$ cat config.mk
export PLATFORM = sky130hd
export DESIGN_NAME = trc_timer_ctrl
export DESIGN_NICKNAME = d
export VERILOG_FILES = /design/src/common/trc_pkg.sv /design/src/verilog/trc_timer_ctrl.sv
export SDC_FILE = /design/constraint.sdc
export NUM_CORES = 1
export LEC_CHECK = 0
export BUFFER_PORTS_ARGS = -buffer_cell sky130_fd_sc_hd__buf_2
export CAP_MARGIN = 40
export CORE_MARGIN = 1.5
export CORE_UTILIZATION = 41
export CTS_BUF_LIST = sky130_fd_sc_hd__clkbuf_4 sky130_fd_sc_hd__clkbuf_8 sky130_fd_sc_hd__clkbuf_16
export CTS_CLUSTER_SIZE = 25
export DETAILED_ROUTE_END_ITERATION = 8
export PLACE_DENSITY = 0.78
export RECOVER_POWER = 25
export SLEW_MARGIN = 10
export SYNTH_ARGS = -nofsm -noshare
export SYNTH_HDL_FRONTEND = slang
export SYNTH_SLANG_ARGS = --single-unit
$ cat constraint.sdc
create_clock -name mclk -period 1.4 [get_ports mclk]
set_input_delay 0.28 -clock mclk [delete_from_list [all_inputs] [get_ports mclk]]
set_output_delay 0.28 -clock mclk [all_outputs]
set_load 0.05 [all_outputs]
$ cat src/common/trc_pkg.sv
// ----------------------------------------------------------------------------
// timer run / overflow control constants
// ----------------------------------------------------------------------------
package trc_pkg;

    // ------------------------------------------------------------------------
    // special function register placement
    // ------------------------------------------------------------------------
    localparam logic [7:0] CTRL_ADDR = 8'h88;  // byte address of the control byte
    localparam logic [3:0] CTRL_PAGE = 4'h0;   // register page of the control byte
    localparam logic [4:0] CTRL_BIT_BASE = 5'h11; // bit address [7:3] = 0x88 >> 3
    localparam logic [7:0] CTRL_RESET = 8'h00; // whole byte after reset

    // ------------------------------------------------------------------------
    // field positions inside the control byte
    // ------------------------------------------------------------------------
    localparam int TIMER1_OVERFLOW_FLAG = 7;
    localparam int TIMER1_RUN_ENABLE = 6;
    localparam int TIMER0_OVERFLOW_FLAG = 5;
    localparam int TIMER0_RUN_ENABLE = 4;
    localparam int EXT_IRQ1_FLAG = 3;
    localparam int EXT_IRQ1_TYPE = 2;
    localparam int EXT_IRQ0_FLAG = 1;
    localparam int EXT_IRQ0_TYPE = 0;

    // ------------------------------------------------------------------------
    // read data after reset
    // ------------------------------------------------------------------------
    localparam logic [7:0] RDATA_RESET = 8'h00;

endpackage : trc_pkg

$ cat src/verilog/trc_timer_ctrl.sv
// How it works
// - outside split mode, a Timer 1 overflow sets the Timer 1 overflow flag in bit 7 of the control byte.
// - the Timer 1 flag clears on a software write of zero or when the core vectors to its ISR.
// - a Timer 0 overflow sets the Timer 0 overflow flag in bit 5 of the control byte.
// - the Timer 0 flag clears on a software write of zero or when the core vectors to its ISR.
// - bit 6 is the Timer 1 run enable: one lets Timer 1 count, zero stops it, except in split mode where Timer 1 counts regardless.
// - bit 4 is the Timer 0 run enable: one lets Timer 0 count subject to gating, zero stops it.
// - the byte sits at register address 0x88 on page 0x0 and each bit can be written alone.
// - in split mode an overflow of the Timer 0 high half sets the Timer 1 overflow flag.
// - in split mode the Timer 1 run enable controls counting of the Timer 0 high half.
// - a running Timer 0, or Timer 1 outside split mode, counts only with its gate off or its external input at active level.
`timescale 1ns/1ps
`default_nettype none

module trc_timer_ctrl (
    // clock and reset
    input wire logic mclk,
    input wire logic rstn,
    // register bus, byte access
    input wire logic [3:0] sfr_page,
    input wire logic [7:0] sfr_addr,
    input wire logic sfr_wr,
    input wire logic sfr_rd,
    input wire logic [7:0] sfr_wdata,
    output logic [7:0] sfr_rdata,
    // register bus, single bit write
    input wire logic bit_wr,
    input wire logic [7:0] bit_addr,
    input wire logic bit_wdata,
    // timer overflow events and core vectoring
    input wire logic timer0_ovf,
    input wire logic timer0_high_ovf,
    input wire logic timer1_ovf,
    input wire logic timer0_isr_vector,
    input wire logic timer1_isr_vector,
    // mode and gating from the mode register logic
    input wire logic timer0_split_mode,
    input wire logic timer0_gate_control,
    input wire logic timer1_gate_control,
    input wire logic ext_irq0_polarity,
    input wire logic ext_irq1_polarity,
    // external interrupt pins, asynchronous
    input wire logic ext_irq0_input,
    input wire logic ext_irq1_input,
    // control byte and count enables
    output logic [7:0] timer_run_overflow_control,
    output logic timer0_count_en,
    output logic timer0_high_count_en,
    output logic timer1_count_en
);

    // ------------------------------------------------------------------------
    // state
    // ------------------------------------------------------------------------
    logic [7:0] ctrl;
    logic [7:0] next_ctrl;
    logic [7:0] next_rdata;
    logic [1:0] irq_sync1;
    logic [1:0] irq_sync2;
    logic byte_hit;
    logic bit_hit;
    logic [2:0] bit_sel;
    logic set_t0;
    logic set_t1;
    logic irq0_active;
    logic irq1_active;

    // ------------------------------------------------------------------------
    // pin synchronisers
    // ------------------------------------------------------------------------
    // two stages on each external interrupt pin before gating reads it
    always_ff @(posedge mclk or negedge rstn) begin
        if (!rstn) begin
            irq_sync1 <= 2'h0;
            irq_sync2 <= 2'h0;
        end else begin
            irq_sync1 <= {ext_irq1_input, ext_irq0_input};
            irq_sync2 <= irq_sync1;
        end
    end

    // ------------------------------------------------------------------------
    // address decode
    // ------------------------------------------------------------------------
    // byte and bit decode
    assign byte_hit = (sfr_page == trc_pkg::CTRL_PAGE) && (sfr_addr == trc_pkg::CTRL_ADDR);
    assign bit_hit = bit_wr && (sfr_page == trc_pkg::CTRL_PAGE)
                     && (bit_addr[7:3] == trc_pkg::CTRL_BIT_BASE);
    assign bit_sel = bit_addr[2:0];

    // ------------------------------------------------------------------------
    // overflow event routing
    // ------------------------------------------------------------------------
    // high half owns flag
    assign set_t1 = timer0_split_mode ? timer0_high_ovf : timer1_ovf;
    assign set_t0 = timer0_ovf;

    // ------------------------------------------------------------------------
    // control byte next value
    // ------------------------------------------------------------------------
    // software writes first, then vector clears, hardware sets win last
    always_comb begin
        next_ctrl = ctrl;
        if (sfr_wr && byte_hit) begin
            next_ctrl = sfr_wdata;
        end
        if (bit_hit) begin
            next_ctrl[bit_sel] = bit_wdata;
        end
        if (timer1_isr_vector) begin
            next_ctrl[trc_pkg::TIMER1_OVERFLOW_FLAG] = 1'b0;
        end
        if (timer0_isr_vector) begin
            next_ctrl[trc_pkg::TIMER0_OVERFLOW_FLAG] = 1'b0;
        end
        if (set_t1) begin
            next_ctrl[trc_pkg::TIMER1_OVERFLOW_FLAG] = 1'b1;
        end
        if (set_t0) begin
            next_ctrl[trc_pkg::TIMER0_OVERFLOW_FLAG] = 1'b1;
        end
    end

    // ------------------------------------------------------------------------
    // read data next value
    // ------------------------------------------------------------------------
    // unmapped reads return zero
    always_comb begin
        next_rdata = trc_pkg::RDATA_RESET;
        if (sfr_rd && byte_hit) begin
            next_rdata = ctrl;
        end
    end

    // ------------------------------------------------------------------------
    // registers
    // ------------------------------------------------------------------------
    // reset to zero
    always_ff @(posedge mclk or negedge rstn) begin
        if (!rstn) begin
            ctrl <= trc_pkg::CTRL_RESET;
            sfr_rdata <= trc_pkg::RDATA_RESET;
        end else begin
            ctrl <= next_ctrl;
            sfr_rdata <= next_rdata;
        end
    end

    assign timer_run_overflow_control = ctrl;

    // ------------------------------------------------------------------------
    // count enables
    // ------------------------------------------------------------------------
    // gate against active level
    assign irq0_active = (irq_sync2[0] == ext_irq0_polarity);
    assign irq1_active = (irq_sync2[1] == ext_irq1_polarity);

    assign timer0_count_en = ctrl[trc_pkg::TIMER0_RUN_ENABLE]
                             && (!timer0_gate_control || irq0_active);
    assign timer0_high_count_en = timer0_split_mode && ctrl[trc_pkg::TIMER1_RUN_ENABLE];
    // timer 1 run, its own mode decides while timer 0 is split
    assign timer1_count_en = timer0_split_mode
                             || (ctrl[trc_pkg::TIMER1_RUN_ENABLE]
                                 && (!timer1_gate_control || irq1_active));
endmodule // trc_timer_ctrl

`default_nettype wire

==> results of run 1 <==
kinds of logic after synthesis:
kind of cell | count (synthesis)
XOR/XNOR | 2
multiplexers | 13
buffers and inverters | 8
flip-flops | 20
AO/OA/AOI/OAI | 8
AND/OR/NAND/NOR | 34
report_power, final:
part           internal [mW]  switching (mW)  total, mW  leakage (nW)
clock network          0.289           0.182      0.471        0.0279
registers              0.589         0.00741      0.597         0.264
logic                  0.103           0.114      0.217         0.629
total                  0.982           0.304       1.29         0.921
metal layers:
metal | wire length [um] | track usage (%) | vias to the layer above
li1 | - | - | 471
met1 | 1030 | 24.82 | 481
met2 | 1459 | 40.21 | 47
met3 | 192 | 4.286 | 8
met4 | 71 | 11.54 | 0
met5 | 0 | 0 | -
stage by stage:
stage          power, mW  std cells  TNS, ns  worst slack (ns)
5_1_grt            1.345        194  -0.6631           -0.1518
2_1_floorplan     0.6804         85   -1.515           -0.2584
6_report           1.285        194  -0.3450          -0.07188
3_3_place_gp      0.7856        186   -3.132           -0.3897
3_5_place_dp      0.7918        186   -3.405           -0.4388
4_1_cts            1.289        192  -0.2079          -0.09209
final timing paths:
path                                          startpoint                             to
max                                          sfr_page[1]  timer_run_overflow_control[7]
min                                       ext_irq0_input                   irq_sync1[0]
max reg2reg                timer_run_overflow_control[5]  timer_run_overflow_control[5]
min reg2reg                                 irq_sync1[0]                   irq_sync2[0]
max in group asynchronous                           rstn                   irq_sync2[1]
min in group asynchronous                           rstn  timer_run_overflow_control[4]
cell usage in the layout, fill, tap and decap left out, types with 2 or more instances in the layout:
master and instances:
sky130_fd_sc_hd__a221oi_2 2, sky130_fd_sc_hd__a41oi_1 2, sky130_fd_sc_hd__and2_1 8, sky130_fd_sc_hd__buf_2 56, sky130_fd_sc_hd__buf_4 11, sky130_fd_sc_hd__buf_6 8, sky130_fd_sc_hd__buf_8 2, sky130_fd_sc_hd__clkbuf_4 3
sky130_fd_sc_hd__dfrtp_1 20, sky130_fd_sc_hd__inv_1 6, sky130_fd_sc_hd__mux2_4 9, sky130_fd_sc_hd__mux2i_1 3, sky130_fd_sc_hd__nand2_1 3, sky130_fd_sc_hd__nand2b_1 3, sky130_fd_sc_hd__nor4_4 4, sky130_fd_sc_hd__nor4b_4 3
sky130_fd_sc_hd__o31ai_1 2, sky130_fd_sc_hd__xor2_1 2
critical path, delay by kind of cell:
| kind | cells | cell delay [ns] |
|---|---|---|
| AND/OR/NAND/NOR | 2 | 0.83 |
| buffers and inverters | 2 | 0.29 |
| AO/OA/AOI/OAI | 2 | 0.29 |
registers in the layout (all words and copies together) (netlist names):
| register | cells |
|---|---|
| irq_sync1 | 2 |
| irq_sync2 | 2 |
| sfr_rdata | 8 |
| timer_run_overflow_control | 8 |
layout make-up:
class / instances / area share (%)
Timing Repair Buffer: 79 / 28.84
Multi-Input combinational cell: 57 / 35.80
Clock buffer: 3 / 1.304
Sequential cell: 20 / 28.99
Clock inverter: 1 / 1.739
Inverter: 6 / 1.304
Tap cell: 28 / 2.029
what timing repair did:
item	in CTS	in global routing
gates cloned	0	0
pin swaps	11	5
gates resized for setup	23	5
endpoints found under the setup margin	11	11
setup buffers	1	2
endpoints found under the hold margin	20	0
hold buffers	1	0
==> results list, run 1 <==
- Die outline area: 2753 sq um
- Cell Area, Placed: approximately 1500 sq um
- At the pin with the least slew margin, the transition time is roughly 0.50 ns.
- The final reports fail on negative setup slack.
- The detail route stage leaves a number of antenna-violating nets equal to 0.
* Post-synthesis cell type with the largest combined area: sky130_fd_sc_hd__dfrtp_1
- The final layout contains routed wiring with a total length of between 2000 and 3000 um.
* Clock skew after layout: between 0.008 and 0.009 ns
- Data on the critical path is required at its endpoint by approximately 1.6 ns.
* Share of the synthesized area in compound gates (AO/OA/AOI/OAI): under 10%
* Adder-cell area share of the yosys netlist: 0%
- The worst setup path is launched from an input pin.
- CTS tree: built
* Final Util: 76.58%
- Share of cells above drive strength 1: between 60 and 70%
* Register-to-register path setup slack: approximately 0.33 ns
- Most frequent cell after synthesis: sky130_fd_sc_hd__dfrtp_1
* Mapped Area: 1003 sq um
- In this run the core area contains 17 standard-cell rows.
- Worst setup margin: -0.07188 ns
* Slew Viols, Final: 0
- By startpoint and endpoint, the worst setup path is classified as in -> reg.
* Overall via count from detail_route: approximately 1,000
* Unique cell type count in the Yosys netlist: 30
* # DRC: 0
* Width of the die: about 52 um
- Minimum period implied by the final worst setup slack: between 1 and 1.5 ns
- Endpoints failing setup: 9
* Worst-case clock buffer depth: 2
* Number of antenna violations at the first check in global routing: 0
- The flow ran to the end, but the final reports show violations.
- Worst path max stage delay: ~0.6 ns
* Worst Setup End Kind: flip-flop
- Registers take about 500 sq um.
- STA puts the critical path data arrival time at 1.68 ns.
- 65 I/O pins were placed.
* Area of the placeable core: about 2300 sq um
- In the final design database the tool counted 213 nets.
- Most common library cells after synthesis: sky130_fd_sc_hd__dfrtp_1 (20), sky130_fd_sc_hd__and2_1 (9), sky130_fd_sc_hd__mux2_2 (8), sky130_fd_sc_hd__inv_1 (6)
- In the routed layout, each cell is associated on average with a via count of roughly 5.2.
* Clock root buffer: sky130_fd_sc_hd__clkbuf_4
- The largest individual stage delay along the critical path comes from the cell sky130_fd_sc_hd__or4_4.
- By area the synthesized netlist is led by sky130_fd_sc_hd__dfrtp_1 (50%), sky130_fd_sc_hd__mux2_2 (9.0%), sky130_fd_sc_hd__and2_1 (5.6%).
* Worst vdd rail ir drop: between 0.0005 and 0.0006 V
- Cell count after synthesis: 85
- The synthesized netlist devotes 1.746% of its cell area to XOR and XNOR gates.
* Largest net degree at the start of global routing: 21
- Simple logic cell fraction of the synthesized area: approximately a quarter
- Share of the synthesized area in the top cell type: about 50%
- The number of global-route vias before repair came to just under 1,000.
- Number of hold violations in the final report: 0
* Combinational family with the most area after synthesis: simple AND/OR/NAND/NOR gates
- Gr ovfl total: 0
* Initial cell density of the core: roughly 45%
- The filler cells instantiated in the layout total ~160.
- After layout, the worst path uses 105.1% of the clock period.
- Wire length of the first global-routing pass: 4381 um
* Last weighted congestion value of the routability-driven placer: slightly above 0.8
- Power per unit of standard cell area: 744.5 nW/um^2
* Async S/R FF share, synth: between 90% and 100%
- Class of the most critical hold timing path: in -> reg
- The first detailed-routing pass ran for 4 iterations.
- Once detailed placement completed, the half-perimeter wirelength came to ~2000 um.
- When the netlist entered floorplanning its net count stood at ~130.
- During synthesis, Yosys emitted a total of 0 warnings.
- The count of buffers added on input and output ports is 64.
- The first routing iteration left 12 violations.
* Clock input transition at the sequential cells of the worst setup and hold paths: around 0.12 ns
- Fin area: roughly 1700 sq um
- Traced cell by cell, the critical path runs through buf_8 -> or4_4 -> nor4_4 -> buf_4 -> a221oi_2 -> o31ai_1.
* Unrepaired setup endpoints after global routing: yes
* Die extent in y: approximately 52 um
- The tightest hold path in the finished design has a slack of 0.08377 ns.
- Static Leak: a little over 0.9 nW
- Dividing the detail-routed wire length by the instance count gives between 10 and 15 um.
- Across every metal layer, demand over resource in global routing totals between 20% and 30%.
- Relative to the synthesized area, the layout overhead comes to 72.07%.
- Max_cap viols: 0
- In this run, synthesis inferred 0 flip-flops with an integrated enable.
* Later-pin clock latency in the skew report: approximately 0.30 ns
- Number of cells on the worst hold path: 1
* Area taken by multi-input logic gates: approximately 600 sq um
* Post-synthesis average cell area: approximately 12 sq um
- Most common flop cell mapped by yosys: sky130_fd_sc_hd__dfrtp_1
- Multiplexer share of the synthesized area: between 10 and 15%
- The number of cells on the worst reg-to-reg path is 4.
* Antenna Cells: 0
- Worst max-slew margin expressed relative to the limit: between 60% and 70%
- For this run, the top clock speed supported by timing is between 0.6 and 0.7 GHz.
* CP Max Fanout: 4
- Number of clock sinks seen by CTS: 20
- In this run, CTS created clock tree buffers numbering 3.
- Synthesized flop and latch total: 20
- CTS built an H-tree with a depth of 1.
- Sequential elements use between 40% and 50% of the synthesized area.
Power figures use the tool's default switching activity.
==> run 2: changes to the inputs <==
CORE_MARGIN = default   (was 1.5)
==> results list, run 2 (synthesized netlist as in run 1, its figures left out) <==
- The total die area is 2649 sq um (-3.8%).
* Non-filler instance count after layout: 192 (-1.0%)
* Power per unit of standard cell area: 674.5 nW/um^2 (-9.4%)
- Count of routing violations after the opening detailed-route iteration: 8 (-4)
- Static Leak: 0.9062 nW (-1.6%)
* Final HPWL from detailed placement: 1859 um (-6.6%)
* Length of the first detailed-routing pass in iterations: 4 (unchanged)
* Number of clock sinks seen by CTS: 20 (unchanged)
- The number of nets with antenna violations after detailed routing is 0 (unchanged).
- Startpoint of the worst-slack reg-to-reg timing path: timer_run_overflow_control[2]
- The total of max-cap violations is 0 (unchanged).
- Largest net degree at the start of global routing: 21 (unchanged)
- From synthesis to final layout, the design area changed by 69.70%.
* Antenna Cells: 0 (unchanged)
- # DRC: 0 (unchanged)
* Vias in the first global route: 947 (-4.3%)
- Share of cells above drive strength 1: 64.63% (+0.18 points)
* Wire length of the first global-routing pass: 4112 um (-6.1%)
- CP Max Fanout: 4 (unchanged)
- The buffer levels on the longest clock path came to 2 (unchanged).
- TritonCTS built the clock tree.
* Failing checks: negative setup slack
- The setup clock skew after layout was 0.001367 ns (-0.006910 ns).
* Width of the die: 51.47 um (-1.9%)
* Worst max-slew margin expressed relative to the limit: 67.54% (+1.1 points)
* Setup TNS: -0.2925 ns (+0.05242 ns)
- CTS placed an instance of sky130_fd_sc_hd__clkbuf_4 at the clock tree root.
- The worst-case register-to-register setup slack is 0.35 ns (+0.02 ns).
- Later-pin clock latency in the skew report: 0.30 ns (about the same)
- The path class of the tightest hold or removal check is in -> reg.
- Minimum period implied by the final worst setup slack: 1.464 ns (-0.007457 ns)
- The final setup violation count was 7 (-2).
- Slew Viols, Final: 0 (unchanged)
* Number of hold violations in the final report: 0 (unchanged)
* Total global routing track utilization: 21.48% (-0.95 points)
* Overall via count from detail_route: 962 (-4.5%)
* Worst hold-check slack: 0.08022 ns (-0.003542 ns)
* Number of buffers added by the clock tree synthesis step: 3 (unchanged)
- Worst Setup End Kind: flip-flop
- The final worst-path cycle share was 104.6% (-0.53 points).
- Site row count: 17 (unchanged)
- Htree depth: 1 (unchanged)
- Number of antenna violations at the first check in global routing: 0 (unchanged)
- The transition at the pin with the smallest max-transition slack came to 0.4870 ns (-0.01699 ns).
* Average detailed-routed wire length per instance: 13.20 um (-7.0%)
* Dpl ws: -0.4642 ns (-0.02542 ns)
* Unrepaired setup endpoints after global routing: yes
* HP Start: ext_irq1_input
- Post-placement cell count: 185 (-0.54%)
- The worst setup path is launched from an input pin.
- Die extent in y: 51.47 um (-1.9%)
- Critical path required time: 1.59 ns (-0.02 ns)
* Result of the run: finished, violations left
- The final wirelength came to 2534 um (-8.0%).
- The placeable core region is 2255 sq um (unchanged).
- The library cell used most frequently in the layout, excluding fill and tap cells, is sky130_fd_sc_hd__buf_2.
- Last weighted congestion value of the routability-driven placer: 0.8359 (+0.69%)
- The critical path is of the in -> reg type.
* Number of buffers added on ports: 64 (unchanged)
- Commonest cells after routing, fill and taps aside: sky130_fd_sc_hd__buf_2 (54), sky130_fd_sc_hd__dfrtp_1 (20), sky130_fd_sc_hd__buf_4 (11)
- The number of placed I/O pins came to 65 (unchanged).
- Number of nets at the end of the flow: 211 (-0.94%)
- Launching element of the worst setup path: sfr_page[0]
* Gr ovfl total: 0 (unchanged)
- Highest Clock Rate: 0.6829 GHz (+0.51%)
- The post-CTS clock slew at the launch and capture registers of the worst setup and hold paths was 0.11 ns (about the same).
- The data arrival time of the critical path was 1.66 ns (-0.02 ns).
- The post-detailed-route via-to-cell ratio was 5.010 (-3.5%).
* Worst vdd rail ir drop: 0.0004233 V (-25%)
- Initial cell density of the core: 44.51% (unchanged)
- Worst setup margin: -0.06442 ns (+0.007457 ns)
[run 2: cell count changes in the layout (fill, tap and decap cells not counted), sizes merged]
cell	delta
bufinv	-1
clkbuf	+1
buf	-2
[run 2: what timing repair did]
action	in CTS	in global routing
endpoints found under the hold margin	20	0
pin swaps	11	11
hold buffers	1	0
buffers inserted	2	1
gates resized for setup	17	12
endpoints found under the setup margin	10	11
[run 2: cell type report]
cell class | count | area (sq um)
clock buffers | 4 | 36.28
flip-flops and latches | 20 | 500.5
well taps | 28 | 35.03
inverters | 6 | 22.52
repair buffers | 77 | 484.2
fillers | 163 | 551.8
multi-input cells | 57 | 624.3
[run 2: layer usage]
layer / GRT usage, % / up-vias / wire, um
met1: 26.04 / 440 / 1068
met4: 12.16 / 0 / 86
met3: 3.274 / 6 / 168
met5: 0 / - / 0
met2: 35.93 / 45 / 1211
li1: - / 471 / -
[run 2: critical path, cell delays in order]
cell and delay [ns]:
sky130_fd_sc_hd__buf_8 0.10, sky130_fd_sc_hd__or4_4 0.60, sky130_fd_sc_hd__buf_6 0.16, sky130_fd_sc_hd__or3_4 0.32, sky130_fd_sc_hd__nor3_2 0.12, sky130_fd_sc_hd__o31ai_1 0.08
[run 2: worst paths after layout]
check / to / depth (start not counted)
max in group asynchronous: timer_run_overflow_control[6] / 2
max reg2reg: timer_run_overflow_control[2] / 2
min reg2reg: irq_sync2[0] / 0
min in group asynchronous: sfr_rdata[1] / 2
max: timer_run_overflow_control[7] / 6
min: irq_sync1[1] / 1
[run 2: power breakdown]
part | total [mW] | switching, mW | internal (mW)
sequential | 0.596 | 0.00654 | 0.589
clock | 0.335 | 0.176 | 0.159
combinational | 0.218 | 0.112 | 0.105
total | 1.15 | 0.295 | 0.853
[run 2: per-stage QoR]
step                      total power [mW]  utilization (%)  area [sq um]
final                                1.149            75.53          1703
after CTS                            1.140            72.64          1638
after detailed placement            0.7897            66.93          1509
after floorplan                     0.6804                -          1081
after global routing                 1.198            75.53          1703
after global placement              0.7850            66.93          1509
